<file path="src/common/pllc_pkg.sv">
// Shared constants and types of the PLL output control block
package pllc_pkg;
	// Output counters: internal (global/regional) then external
	localparam int NUM_INT = 4;
	localparam int NUM_EXT = 4;
	localparam int NUM_CNT = NUM_INT + NUM_EXT;
	localparam int TAPS    = 8;
	localparam int TAP_W   = 3;
	localparam int CNT_W   = 8;
	localparam int DLY_W   = 4;
	localparam int DATA_W  = 32;
	localparam int ADDR_W  = 8;
	// Fine delay: 250 ps steps over -3.0 ns to +3.0 ns
	localparam int FINE_STEP_PS  = 250;
	localparam int FINE_RANGE_PS = 3000;
	localparam int FINE_LIMIT_PS = 3000;
	localparam int FINE_STEPS    = FINE_RANGE_PS / FINE_STEP_PS;
	localparam int FINE_LIMIT    = FINE_LIMIT_PS / FINE_STEP_PS;
	localparam int FINE_W        = 5;
	localparam int FINE_FLD_W    = 8;
	localparam int FINE_SR_D     = 2 * FINE_STEPS + 1;
	// Down spread 0.5 percent, triangular profile
	localparam int SPREAD_PERMIL = 5;
	localparam int SPREAD_DIV    = 1000 / SPREAD_PERMIL;
	localparam int TRI_W         = 8;
	localparam int TRI_MAX       = 255;
	localparam int ACC_W         = 17;
	localparam int SKIP_THRESH   = TRI_MAX * SPREAD_DIV;
	// Nominal VCO after a clear, reported only
	localparam int NOMINAL_MHZ   = 700;
	localparam int LOCK_REF_CYCLES = 16;
	localparam int LOCK_W        = 8;
	localparam int PHASE_LAG     = 1;
	// Register offsets
	localparam logic [ADDR_W-1:0] REG_MODE     = 8'h00;
	localparam logic [ADDR_W-1:0] REG_STATUS   = 8'h04;
	localparam logic [ADDR_W-1:0] REG_FINE     = 8'h08;
	localparam logic [ADDR_W-1:0] REG_MTAP     = 8'h0c;
	localparam logic [ADDR_W-1:0] REG_CNT_BASE = 8'h20;
	localparam int CNT_SEL_LSB = 5;
	localparam int WORD_LSB    = 2;
	// Field positions of the mode register
	localparam int MODE_FB_LSB   = 0;
	localparam int MODE_INT_LSB  = 2;
	localparam int MODE_EXT_LSB  = 4;
	localparam int MODE_SPR_BIT  = 8;
	localparam int MODE_RATE_LSB = 16;
	// Field positions of the status register
	localparam int ST_LOCK = 0;
	localparam int ST_FREJ = 1;
	localparam int ST_CREJ = 2;
	localparam int ST_NOM  = 3;
	localparam int ST_RUN  = 4;
	localparam logic GATE_EN_RST = 1'b1;

	typedef enum logic [1:0] {
		PLLC_ZERO_DELAY,
		PLLC_EXT_FB,
		PLLC_NORMAL,
		PLLC_NO_COMP
	} pllc_fb_mode_type;

	// Post-scale counter setting, low bits of its register
	typedef struct packed {
		logic [TAP_W-1:0] tap;
		logic [CNT_W-1:0] init;
		logic [CNT_W-1:0] high;
		logic [CNT_W-1:0] low;
	} pllc_cnt_cfg_type;

	localparam pllc_cnt_cfg_type CNT_CFG_RST = 27'h0000101;
endpackage : pllc_pkg

</file>
<file path="src/rtl/pllc_clk_gate.sv">
// Glitch-free output gate sampled on the falling clock edge
`timescale 1ns/1ps
`default_nettype none
module pllc_clk_gate (
	input  wire logic clk_in,      // System clock
	input  wire logic reset_in,    // Sync reset
	input  wire logic clk_raw_in,  // Counter output
	input  wire logic gate_in,     // High enables the output
	output logic      clk_out,     // Gated clock, registered
	output logic      enabled_out  // Gate state taken at last fall
);
	import pllc_pkg::*;

	logic raw_d_r;
	logic en_r;
	logic out_r;
	logic fall;

	// The gate only changes while the clock is low: no runt pulses
	assign fall        = raw_d_r & ~clk_raw_in;
	assign clk_out     = out_r;
	assign enabled_out = en_r;

	always_ff @(posedge clk_in) begin
		if (reset_in) begin
			raw_d_r <= 1'b0;
			en_r    <= GATE_EN_RST;
			out_r   <= 1'b0;
		end else begin
			raw_d_r <= clk_raw_in;
			if (fall) begin
				en_r <= gate_in;
			end
			out_r <= clk_raw_in & en_r;
		end
	end
endmodule : pllc_clk_gate
`default_nettype wire

</file>
<file path="src/rtl/pllc_post_counter.sv">
// Post-scale counter with tap start delay and high/low duty counts
`timescale 1ns/1ps
`default_nettype none
module pllc_post_counter (
	input  wire logic                       clk_in,   // System clock
	input  wire logic                       reset_in, // Sync reset
	input  wire logic                       run_in,   // Low holds cleared
	input  wire logic                       step_in,  // One VCO tap step
	input  wire logic [pllc_pkg::DLY_W-1:0] delay_in, // Start delay, taps
	input  wire pllc_pkg::pllc_cnt_cfg_type cfg_in,   // Counts and tap
	output logic                            clk_out   // Divided clock
);
	import pllc_pkg::*;

	logic [DLY_W-1:0] wait_r;
	logic [CNT_W:0]   pos_r;
	logic [CNT_W:0]   pos_inc;
	logic [CNT_W:0]   pos_nxt;
	logic [CNT_W:0]   total;
	logic             started_r;
	logic             clk_r;

	// Period is high plus low; position wraps at the end of it
	assign total   = {1'b0, cfg_in.high} + {1'b0, cfg_in.low};
	assign pos_inc = pos_r + 9'h001;
	assign pos_nxt = (pos_inc >= total) ? '0 : pos_inc;
	assign clk_out = clk_r;

	// Wait the tap delay, then start from the initial count
	always_ff @(posedge clk_in) begin
		if (reset_in) begin
			wait_r    <= '0;
			pos_r     <= '0;
			started_r <= 1'b0;
			clk_r     <= 1'b0;
		end else if (!run_in) begin
			wait_r    <= delay_in;
			pos_r     <= '0;
			started_r <= 1'b0;
			clk_r     <= 1'b0;
		end else if (step_in && !started_r) begin
			if (wait_r == '0) begin
				started_r <= 1'b1;
				pos_r     <= {1'b0, cfg_in.init};
				clk_r     <= cfg_in.init < cfg_in.high;
			end else begin
				wait_r <= wait_r - 4'h1;
			end
		end else if (step_in) begin
			pos_r <= pos_nxt;
			clk_r <= pos_nxt < {1'b0, cfg_in.high};
		end
	end
endmodule : pllc_post_counter
`default_nettype wire

</file>
<file path="src/rtl/pllc_top.sv">
// PLL output control: feedback modes, counters, lock, gating, spread
//
// Implementation choices: the placing of the registers and the plain strobed port.
`timescale 1ns/1ps
`default_nettype none
////////////////////////////////////////////////////////////////////////
module pllc_top #(
	parameter int LOCK_CYCLES = pllc_pkg::LOCK_REF_CYCLES
) (
	input  wire logic                         clk_in,          // 100 MHz
	input  wire logic                         reset_in,        // Sync reset
	input  wire logic [pllc_pkg::ADDR_W-1:0]  addr_in,         // Byte addr
	input  wire logic [pllc_pkg::DATA_W-1:0]  wdata_in,        // Write data
	input  wire logic                         wr_in,           // Write strb
	input  wire logic                         rd_in,           // Read strb
	output logic      [pllc_pkg::DATA_W-1:0]  rdata_out,       // Read data
	input  wire logic                         ref_clk_in,      // Reference
	input  wire logic                         feedback_input_pin_in, // Fb
	input  wire logic                         global_enable_in, // Enable
	input  wire logic                         counter_clear_in, // Clear
	input  wire logic                         detector_gate_in, // Detector
	input  wire logic [pllc_pkg::NUM_INT-1:0] clk_gate_in,     // Int gates
	input  wire logic [pllc_pkg::NUM_EXT-1:0] ext_gate_in,     // Ext gates
	output logic      [pllc_pkg::NUM_INT-1:0] clk_int_out,     // Int clocks
	output logic      [pllc_pkg::NUM_EXT-1:0] clk_ext_out,     // Ext clocks
	output logic                              fb_clk_out,      // To board
	output logic                              lock_out         // Lock
);
	import pllc_pkg::*;

	////////////////////////////////////////////////////////////////////
	// Decoding helpers

	// Address falls in the counter setting window
	function automatic logic cnt_hit(input logic [ADDR_W-1:0] a);
		return a[ADDR_W-1:CNT_SEL_LSB] == REG_CNT_BASE[ADDR_W-1:CNT_SEL_LSB];
	endfunction : cnt_hit

	// Fine delay set is legal: each in range and spread under limit
	function automatic logic fine_ok(
		input logic [NUM_INT*FINE_FLD_W-1:0] v
	);
		logic signed [FINE_W-1:0] f;
		logic signed [FINE_W-1:0] lo;
		logic signed [FINE_W-1:0] hi;
		logic signed [FINE_W:0]   d;
		logic                     ok;
		lo = 5'sh0c;
		hi = 5'sh14;
		ok = 1'b1;
		for (int i = 0; i < NUM_INT; i++) begin
			f = v[i*FINE_FLD_W +: FINE_W];
			if (f > FINE_STEPS || f < -FINE_STEPS) begin
				ok = 1'b0;
			end
			if (f < lo) begin
				lo = f;
			end
			if (f > hi) begin
				hi = f;
			end
		end
		d = hi - lo;
		return ok && (d < FINE_LIMIT);
	endfunction : fine_ok

	// Uncompensated path lag of counter c under the feedback mode
	function automatic logic lag_of(
		input pllc_fb_mode_type m,
		input int               c,
		input logic [1:0]       isel,
		input logic [1:0]       esel
	);
		logic ext;
		ext = c >= NUM_INT;
		unique case (m)
			PLLC_ZERO_DELAY,
			PLLC_EXT_FB: lag_of = !(ext && (c - NUM_INT) == int'(esel));
			PLLC_NORMAL: lag_of = ext || (c != int'(isel));
			PLLC_NO_COMP: lag_of = 1'b1;
		endcase
	endfunction : lag_of

	////////////////////////////////////////////////////////////////////
	// State

	pllc_fb_mode_type            mode_r;
	logic [1:0]                  int_sel_r;
	logic [1:0]                  ext_sel_r;
	logic                        spread_en_r;
	logic [TRI_W-1:0]            spread_rate_r;
	logic [TAP_W-1:0]            m_tap_r;
	logic [NUM_INT*FINE_FLD_W-1:0] fine_r;
	pllc_cnt_cfg_type            cnt_cfg_r [NUM_CNT];
	logic                        fine_rej_r;
	logic                        cfg_rej_r;
	logic                        run_r;
	logic                        nominal_r;
	logic                        ref_d_r;
	logic                        fb_d_r;
	logic                        fb_seen_r;
	logic                        fb_en_d_r;
	logic [LOCK_W-1:0]           lock_cnt_r;
	logic                        lock_r;
	logic                        step_r;
	logic [TRI_W-1:0]            tri_r;
	logic                        tri_up_r;
	logic [TRI_W-1:0]            rate_cnt_r;
	logic [ACC_W-1:0]            acc_r;
	logic [ACC_W-1:0]            acc_nxt;
	logic [DATA_W-1:0]           rdata_r;
	logic [NUM_INT-1:0]          int_out_r;
	logic [NUM_EXT-1:0]          ext_out_r;
	logic                        fb_out_r;
	logic [FINE_SR_D-1:0]        fine_sr_r [NUM_INT];

	logic [NUM_CNT-1:0] raw_clk;
	logic [NUM_CNT-1:0] gated_clk;
	logic [NUM_CNT-1:0] gate_state;
	logic [NUM_CNT-1:0] gate_all;

	////////////////////////////////////////////////////////////////////
	// Register port decode

	logic                      wr_mode;
	logic                      wr_fine;
	logic                      wr_mtap;
	logic                      wr_cnt;
	logic                      cfg_wr;
	logic [2:0]                cnt_idx;
	logic [DATA_W-1:0]         mode_word;
	logic [DATA_W-1:0]         status_word;
	logic [DATA_W-1:0]         rd_val;

	assign wr_mode = wr_in && (addr_in == REG_MODE);
	assign wr_fine = wr_in && (addr_in == REG_FINE);
	assign wr_mtap = wr_in && (addr_in == REG_MTAP);
	assign wr_cnt  = wr_in && cnt_hit(addr_in);
	assign cfg_wr  = wr_mode || wr_mtap || wr_cnt;
	assign cnt_idx = addr_in[CNT_SEL_LSB-1:WORD_LSB];

	// Read words; unmapped offsets read as zero
	assign mode_word = (DATA_W'(mode_r) << MODE_FB_LSB)
		| (DATA_W'(int_sel_r) << MODE_INT_LSB)
		| (DATA_W'(ext_sel_r) << MODE_EXT_LSB)
		| (DATA_W'(spread_en_r) << MODE_SPR_BIT)
		| (DATA_W'(spread_rate_r) << MODE_RATE_LSB);
	assign status_word = (DATA_W'(lock_r) << ST_LOCK)
		| (DATA_W'(fine_rej_r) << ST_FREJ)
		| (DATA_W'(cfg_rej_r) << ST_CREJ)
		| (DATA_W'(nominal_r) << ST_NOM)
		| (DATA_W'(run_r) << ST_RUN);
	assign rd_val = cnt_hit(addr_in) ? DATA_W'(cnt_cfg_r[cnt_idx])
		: (addr_in == REG_MODE)   ? mode_word
		: (addr_in == REG_STATUS) ? status_word
		: (addr_in == REG_FINE)   ? DATA_W'(fine_r)
		: (addr_in == REG_MTAP)   ? DATA_W'(m_tap_r)
		: '0;

	////////////////////////////////////////////////////////////////////
	// Loop control and lock

	logic ref_rise;
	logic fb_rise;
	logic hold_off;
	logic fb_relock;
	logic lock_drop;
	logic ext_fb;

	assign ref_rise = ref_clk_in & ~ref_d_r;
	assign fb_rise  = feedback_input_pin_in & ~fb_d_r;
	assign ext_fb   = mode_r == PLLC_EXT_FB;
	assign hold_off = !global_enable_in || counter_clear_in;
	assign fb_relock = ext_fb && gate_state[NUM_INT + int'(ext_sel_r)]
		&& !fb_en_d_r;
	assign lock_drop = hold_off || !detector_gate_in || fb_relock
		|| (ext_fb && ref_rise && !fb_seen_r);

	always_ff @(posedge clk_in) begin
		if (reset_in) begin
			run_r     <= 1'b0;
			nominal_r <= 1'b1;
		end else begin
			if (hold_off) begin
				run_r <= 1'b0;
			end else if (ref_rise) begin
				run_r <= 1'b1;
			end
			if (counter_clear_in) begin
				nominal_r <= 1'b1;
			end else if (lock_r) begin
				nominal_r <= 1'b0;
			end
		end
	end

	always_ff @(posedge clk_in) begin
		if (reset_in) begin
			ref_d_r    <= 1'b0;
			fb_d_r     <= 1'b0;
			fb_seen_r  <= 1'b0;
			fb_en_d_r  <= GATE_EN_RST;
			lock_cnt_r <= '0;
			lock_r     <= 1'b0;
		end else begin
			ref_d_r   <= ref_clk_in;
			fb_d_r    <= feedback_input_pin_in;
			fb_en_d_r <= gate_state[NUM_INT + int'(ext_sel_r)];
			fb_seen_r <= fb_rise || (fb_seen_r && !ref_rise);
			if (lock_drop) begin
				lock_cnt_r <= '0;
			end else if (ref_rise && lock_cnt_r != LOCK_W'(LOCK_CYCLES)) begin
				lock_cnt_r <= lock_cnt_r + 8'h01;
			end
			lock_r <= !lock_drop && lock_cnt_r == LOCK_W'(LOCK_CYCLES);
		end
	end

	////////////////////////////////////////////////////////////////////
	// Settings registers

	always_ff @(posedge clk_in) begin
		if (reset_in) begin
			mode_r        <= PLLC_NORMAL;
			int_sel_r     <= '0;
			ext_sel_r     <= '0;
			spread_en_r   <= 1'b0;
			spread_rate_r <= '0;
			m_tap_r       <= '0;
			cfg_rej_r     <= 1'b0;
		end else if (cfg_wr && run_r) begin
			cfg_rej_r <= 1'b1;
		end else if (cfg_wr) begin
			cfg_rej_r <= 1'b0;
			if (wr_mode) begin
				mode_r <= pllc_fb_mode_type'(wdata_in[MODE_FB_LSB +: 2]);
				int_sel_r     <= wdata_in[MODE_INT_LSB +: 2];
				ext_sel_r     <= wdata_in[MODE_EXT_LSB +: 2];
				spread_en_r   <= wdata_in[MODE_SPR_BIT];
				spread_rate_r <= wdata_in[MODE_RATE_LSB +: TRI_W];
			end
			if (wr_mtap) begin
				m_tap_r <= wdata_in[TAP_W-1:0];
			end
		end
	end

	always_ff @(posedge clk_in) begin
		if (reset_in) begin
			for (int c = 0; c < NUM_CNT; c++) begin
				cnt_cfg_r[c] <= CNT_CFG_RST;
			end
		end else if (wr_cnt && !run_r) begin
			cnt_cfg_r[cnt_idx] <= pllc_cnt_cfg_type'(wdata_in[26:0]);
		end
	end

	// fine delay always writable, bad sets refused
	always_ff @(posedge clk_in) begin
		if (reset_in) begin
			fine_r     <= '0;
			fine_rej_r <= 1'b0;
			rdata_r    <= '0;
		end else begin
			if (wr_fine) begin
				fine_rej_r <= !fine_ok(wdata_in);
			end
			if (wr_fine && fine_ok(wdata_in)) begin
				fine_r <= wdata_in;
			end
			rdata_r <= rd_in ? rd_val : '0;
		end
	end

	////////////////////////////////////////////////////////////////////
	// VCO step with triangular down spread

	// Skipping a step every so often lowers the mean frequency only
	assign acc_nxt = acc_r + ACC_W'(tri_r);

	always_ff @(posedge clk_in) begin
		if (reset_in || !spread_en_r) begin
			tri_r      <= '0;
			tri_up_r   <= 1'b1;
			rate_cnt_r <= '0;
			acc_r      <= '0;
			step_r     <= 1'b1;
		end else begin
			if (rate_cnt_r >= spread_rate_r) begin
				rate_cnt_r <= '0;
				tri_r      <= tri_up_r ? tri_r + 8'h01 : tri_r - 8'h01;
				if (tri_up_r && tri_r == TRI_W'(TRI_MAX - 1)) begin
					tri_up_r <= 1'b0;
				end else if (!tri_up_r && tri_r == 8'h01) begin
					tri_up_r <= 1'b1;
				end
			end else begin
				rate_cnt_r <= rate_cnt_r + 8'h01;
			end
			step_r <= acc_nxt < ACC_W'(SKIP_THRESH);
			acc_r  <= (acc_nxt < ACC_W'(SKIP_THRESH)) ? acc_nxt
				: acc_nxt - ACC_W'(SKIP_THRESH);
		end
	end

	////////////////////////////////////////////////////////////////////
	// Output counters and gates

	assign gate_all = {ext_gate_in, clk_gate_in};

	for (genvar c = 0; c < NUM_CNT; c++) begin : g_cnt
		logic [DLY_W-1:0] dly;
		assign dly = DLY_W'(cnt_cfg_r[c].tap) + DLY_W'(m_tap_r)
			+ DLY_W'(lag_of(mode_r, c, int_sel_r, ext_sel_r));

		pllc_post_counter u_cnt (
			.clk_in   (clk_in),
			.reset_in (reset_in),
			.run_in   (run_r),
			.step_in  (step_r),
			.delay_in (dly),
			.cfg_in   (cnt_cfg_r[c]),
			.clk_out  (raw_clk[c])
		);

		pllc_clk_gate u_gate (
			.clk_in      (clk_in),
			.reset_in    (reset_in),
			.clk_raw_in  (raw_clk[c]),
			.gate_in     (gate_all[c]),
			.clk_out     (gated_clk[c]),
			.enabled_out (gate_state[c])
		);
	end

	////////////////////////////////////////////////////////////////////
	// Fine delay lines and output registers

	// Centre tap is zero delay; the line costs FINE_STEPS + 1 cycles
	for (genvar i = 0; i < NUM_INT; i++) begin : g_fine
		logic [FINE_W-1:0] sel;
		assign sel = fine_r[i*FINE_FLD_W +: FINE_W] + FINE_W'(FINE_STEPS);

		always_ff @(posedge clk_in) begin
			if (reset_in || hold_off) begin
				fine_sr_r[i] <= '0;
				int_out_r[i] <= 1'b0;
			end else begin
				fine_sr_r[i] <= {fine_sr_r[i][FINE_SR_D-2:0], gated_clk[i]};
				int_out_r[i] <= fine_sr_r[i][sel];
			end
		end
	end

	always_ff @(posedge clk_in) begin
		if (reset_in || hold_off) begin
			ext_out_r <= '0;
			fb_out_r  <= 1'b0;
		end else begin
			ext_out_r <= gated_clk[NUM_CNT-1:NUM_INT];
			fb_out_r  <= ext_fb && gated_clk[NUM_INT + int'(ext_sel_r)];
		end
	end

	assign rdata_out   = rdata_r;
	assign clk_int_out = int_out_r;
	assign clk_ext_out = ext_out_r;
	assign fb_clk_out  = fb_out_r;
	assign lock_out    = lock_r;
endmodule : pllc_top
`default_nettype wire

</file>
<file path="config.mk">
export PLATFORM = sky130hd
export DESIGN_NAME = pllc_top
export DESIGN_NICKNAME = d
export VERILOG_FILES = /design/src/common/pllc_pkg.sv /design/src/rtl/pllc_clk_gate.sv /design/src/rtl/pllc_post_counter.sv /design/src/rtl/pllc_top.sv
export SDC_FILE = /design/constraint.sdc
export NUM_CORES = 2
export LEC_CHECK = 0
export ABC_AREA = 0
export ABC_CLOCK_PERIOD_IN_PS = 7850
export BUFFER_PORTS_ARGS = -buffer_cell sky130_fd_sc_hd__clkbuf_2
export CAP_MARGIN = 40
export CORE_AREA = 2 2 253 255
export CTS_CLUSTER_SIZE = 40
export DETAILED_ROUTE_END_ITERATION = 8
export DIE_AREA = 0 0 255 257
export HOLD_SLACK_MARGIN = 0.12
export PLACE_DENSITY = 0.86
export SYNTH_ARGS = -nofsm -noshare
export SYNTH_HDL_FRONTEND = slang
export SYNTH_SLANG_ARGS = --single-unit
</file>
<file path="constraint.sdc">
create_clock -name clk_in -period 7.85 [get_ports clk_in]
set_clock_uncertainty 0.05 [all_clocks]
set_input_delay 1.57 -clock clk_in [delete_from_list [all_inputs] [get_ports clk_in]]
set_output_delay 1.57 -clock clk_in [all_outputs]
set_load 0.05 [all_outputs]
</file>
==> results.toml <==
[logic_synthesis]
synthesis.area_um2 = 36200
synth_edf_count = 216
ys_ff_latch = 603
yosysSeqAreaShare_pct = 39.3
synthCells = 3705
ys_types = 88
synth_warnings = 0
synth_fp_nets = 4126
ys.flop_type = "dfxtp_1"
avgSynthCellArea_um2 = 9.77
async_flop_share_pct = 0

[finish]
fillers = 4694
design_area_um2 = 40000
area_delta_synth_final_pct = 10.4
layout_commonest_cell = "dfxtp_1"
fin_nets = 4201
final_cell_mix = "385 x dfxtp_1, 338 x ha_1, 283 x nor2_1, 258 x nand2_1, 217 x inv_1"
final_cells = 4684
drive_gt1_share_pct = 11.2

[hold_path]
hold_start = "fine_r[21]"
hold-path-endpoint = "fine_r[21]"
hold_path_depth = 2
hp-class = "reg -> reg"

[timing]
tightest_slew_ns = 0.903
finalCritPeriodShare_pct = 94.2
rsz0062_at_grt = "no"
fmax_ghz = 0.135
slew_headroom_pct = 39.8
setup_viol = 0
drv_slew = 0
finalHoldViolCount = 0
post-route-min-period_ns = 7.39
setup_ws_ns = 0.456

[floorplan]
pin_count = 99
die_h_um = 257
die_area_um2 = 65500
start_util_pct = 57.7
rows = 92
fp.dieW_um = 255
fp.coreArea_um2 = 62700

[place]
place_inst = 4563
gp_congestion = 0.986
post-place-ws_ns = -0.323
dpl_cell_area_um2 = 37800
dp_hpwl_um = 75500
port_buffers = 98

[run_status]
status = "complete, no violations"

[setup_path]
path_buf_inv = 5
reg2reg_to = "g_cnt[2].u_cnt.clk_out"
worstSetupEndpointType = "register"
arrival_ns = 7.89
path_max_fanout = 9
crit_top_cell = "ha_1"
path_delay_family = "compound AO/OA/AOI/OAI gates"
startpoint_type = "primary input"
reg2regPathDepth = 21
crit_cells = 29
ff2ff_setup_slack_ns = 2.85
path_class = "in -> reg"
reg2reg_from = "cnt_cfg_r[2][8]"
cpPeakStageDelay_ns = 0.44
worstPathRequired_ns = 8.34
slowest_stage = "or3_2"

[global_routing]
grt_pass1_vias = 28500
grt_antenna_before_repair = 0
overflow = 0
track_usage_pct = 31.1
grt_first_pass_wirelength_um = 159000
grt_start_max_net_pins = 106

[drt]
dr_total_vias = 29400
drc = 0
drt_iter0_markers = 3337
first_pass_iters = 6
ant_nets = 0
wl_per_cell_um = 22.1
viasPerCell = 6.28
wl_um = 104000

[clock_tree]
ctsHoldBuffers = 0
cts_buffers = 59
clk_pin_slew_ns = 0.07
clock_sinks = 603
cts_root_buffer = "clkbuf_16"
cts_tree = "done"
clock_path_buffers = 3
cts_htree_levels = 2
clk_latency_ns = 0.66

[power]
peakVddDrop_mv = 0.200
power_leakage_nw = 17.4
pwr_density_cell_nw_per_um2 = 189

[job]
cap_violations = 0
[sequential cells by signal, summed over array words and instances, names as in the netlist, 17 cells and up]
signal and count:
rdata_out 32, cnt_cfg_r 216, g_cnt.u_cnt.pos_r 72, fine_sr_r 100, fine_r 32, g_cnt.u_cnt.wait_r 32
acc_r 17
[per-stage QoR]
| stage | setup TNS, ns | hold WS (ns) | power, mW | utilization [%] |
|---|---|---|---|---|
| 6_report | 0 | 0.410 | 7.56 | 63.7 |
| 2_1_floorplan | 0 | 0.375 | 4.11 | - |
| 3_3_place_gp | -6.09 | 0.388 | 4.43 | 60.1 |
| 5_1_grt | 0 | 0.430 | 7.77 | 63.7 |
| 4_1_cts | 0 | 0.411 | 7.53 | 63.6 |
| 3_5_place_dp | -9.65 | 0.390 | 4.47 | 60.2 |
[logic make-up (layout without fill, tap and decap cells)]
kind of cell,Yosys count,after routing,share of synthesized area (%)
AND/OR/NAND/NOR,1210,1210,16.9
other,0,8,0
buffers and inverters,402,527,4.43
AO/OA/AOI/OAI,755,755,13.6
XOR/XNOR,176,176,4.26
flip-flops,603,603,39.3
adder cells (fa/ha/maj),364,364,13.1
multiplexers,195,195,8.42
[Yosys cell counts (all sizes together), types with 7 or more instances]
cell type | instances | area share [%]
nand2b | 41 | 0.71
buf | 31 | 0.53
o21ai | 162 | 2.2
nand3b | 9 | 0.22
a21o | 86 | 1.8
o221ai | 20 | 0.48
o31ai | 27 | 0.56
nand3 | 72 | 1.0
o21bai | 35 | 0.73
nor2b | 66 | 1.1
nand4 | 25 | 0.43
mux2 | 7 | 0.22
a31oi | 18 | 0.31
clkbuf | 147 | 1.6
mux4 | 87 | 5.4
a21oi | 193 | 2.7
o21a | 43 | 0.89
o22ai | 28 | 0.48
o211ai | 14 | 0.30
xor2 | 76 | 1.8
nor3 | 87 | 1.2
edfxtp | 216 | 18
mux2i | 101 | 2.8
or3 | 15 | 0.26
and2 | 164 | 2.8
fa | 25 | 1.4
nor3b | 11 | 0.23
nand2 | 259 | 2.7
a211oi | 47 | 1.0
inv | 218 | 2.3
dfxtp | 387 | 21
xnor2 | 100 | 2.4
a22oi | 8 | 0.17
nor4 | 27 | 0.51
ha | 339 | 12
nor2 | 284 | 2.9
and3 | 125 | 2.2
o22a | 17 | 0.41
[how the worst max path moves through the flow]
stage	startpoint	to
after floorplan	wdata_in[4]	fine_rej_r
after global placement	wdata_in[4]	fine_rej_r
after detailed placement	wdata_in[4]	fine_r[5]
after CTS	wdata_in[4]	fine_r[5]
after global routing	wdata_in[2]	fine_r[18]
final	wdata_in[2]	fine_r[5]
[cell type report]
cell class / instances / area [um2] / area share [%]
Tap cell: 846 / 1060 / 2.65
Timing Repair Buffer: 192 / 1220 / 3.06
Clock buffer: 71 / 1610 / 4.04
Inverter: 224 / 841 / 2.10
Multi-Input combinational cell: 2700 / 20400 / 51.2
Clock inverter: 40 / 522 / 1.31
Sequential cell: 603 / 14200 / 35.6
Antenna cell: 8 / 20.0 / 0.0501
[power by group]
part | switching [mW] | leakage (nW) | internal [mW]
clock network | 1.30 | 1.03 | 1.81
logic | 0.623 | 11.1 | 0.456
registers | 0.0826 | 5.27 | 3.29
total | 2.01 | 17.4 | 5.55
[what timing repair did]
action                                  4_1_cts  5_1_grt
buffers inserted                              0        1
gates resized for setup                       0        9
endpoints found under the setup margin        0       33
[routing by layer]
metal | track usage [%] | vias to the layer above | wire length, um
met5 | 0 | - | 0
met4 | 18.1 | 0 | 6750
met3 | 7.49 | 380 | 11100
met2 | 48.9 | 1629 | 46900
met1 | 38.8 | 13900 | 38900
li1 | - | 13500 | -
[tightest hold or removal path, delay by kind of cell (launching register included)]
kind	cells	cell delay, ns
AND/OR/NAND/NOR	1	0.05
multiplexers	1	0.05
flip-flops	1	0.31
No activity file was read; power rests on OpenSTA's default activity.
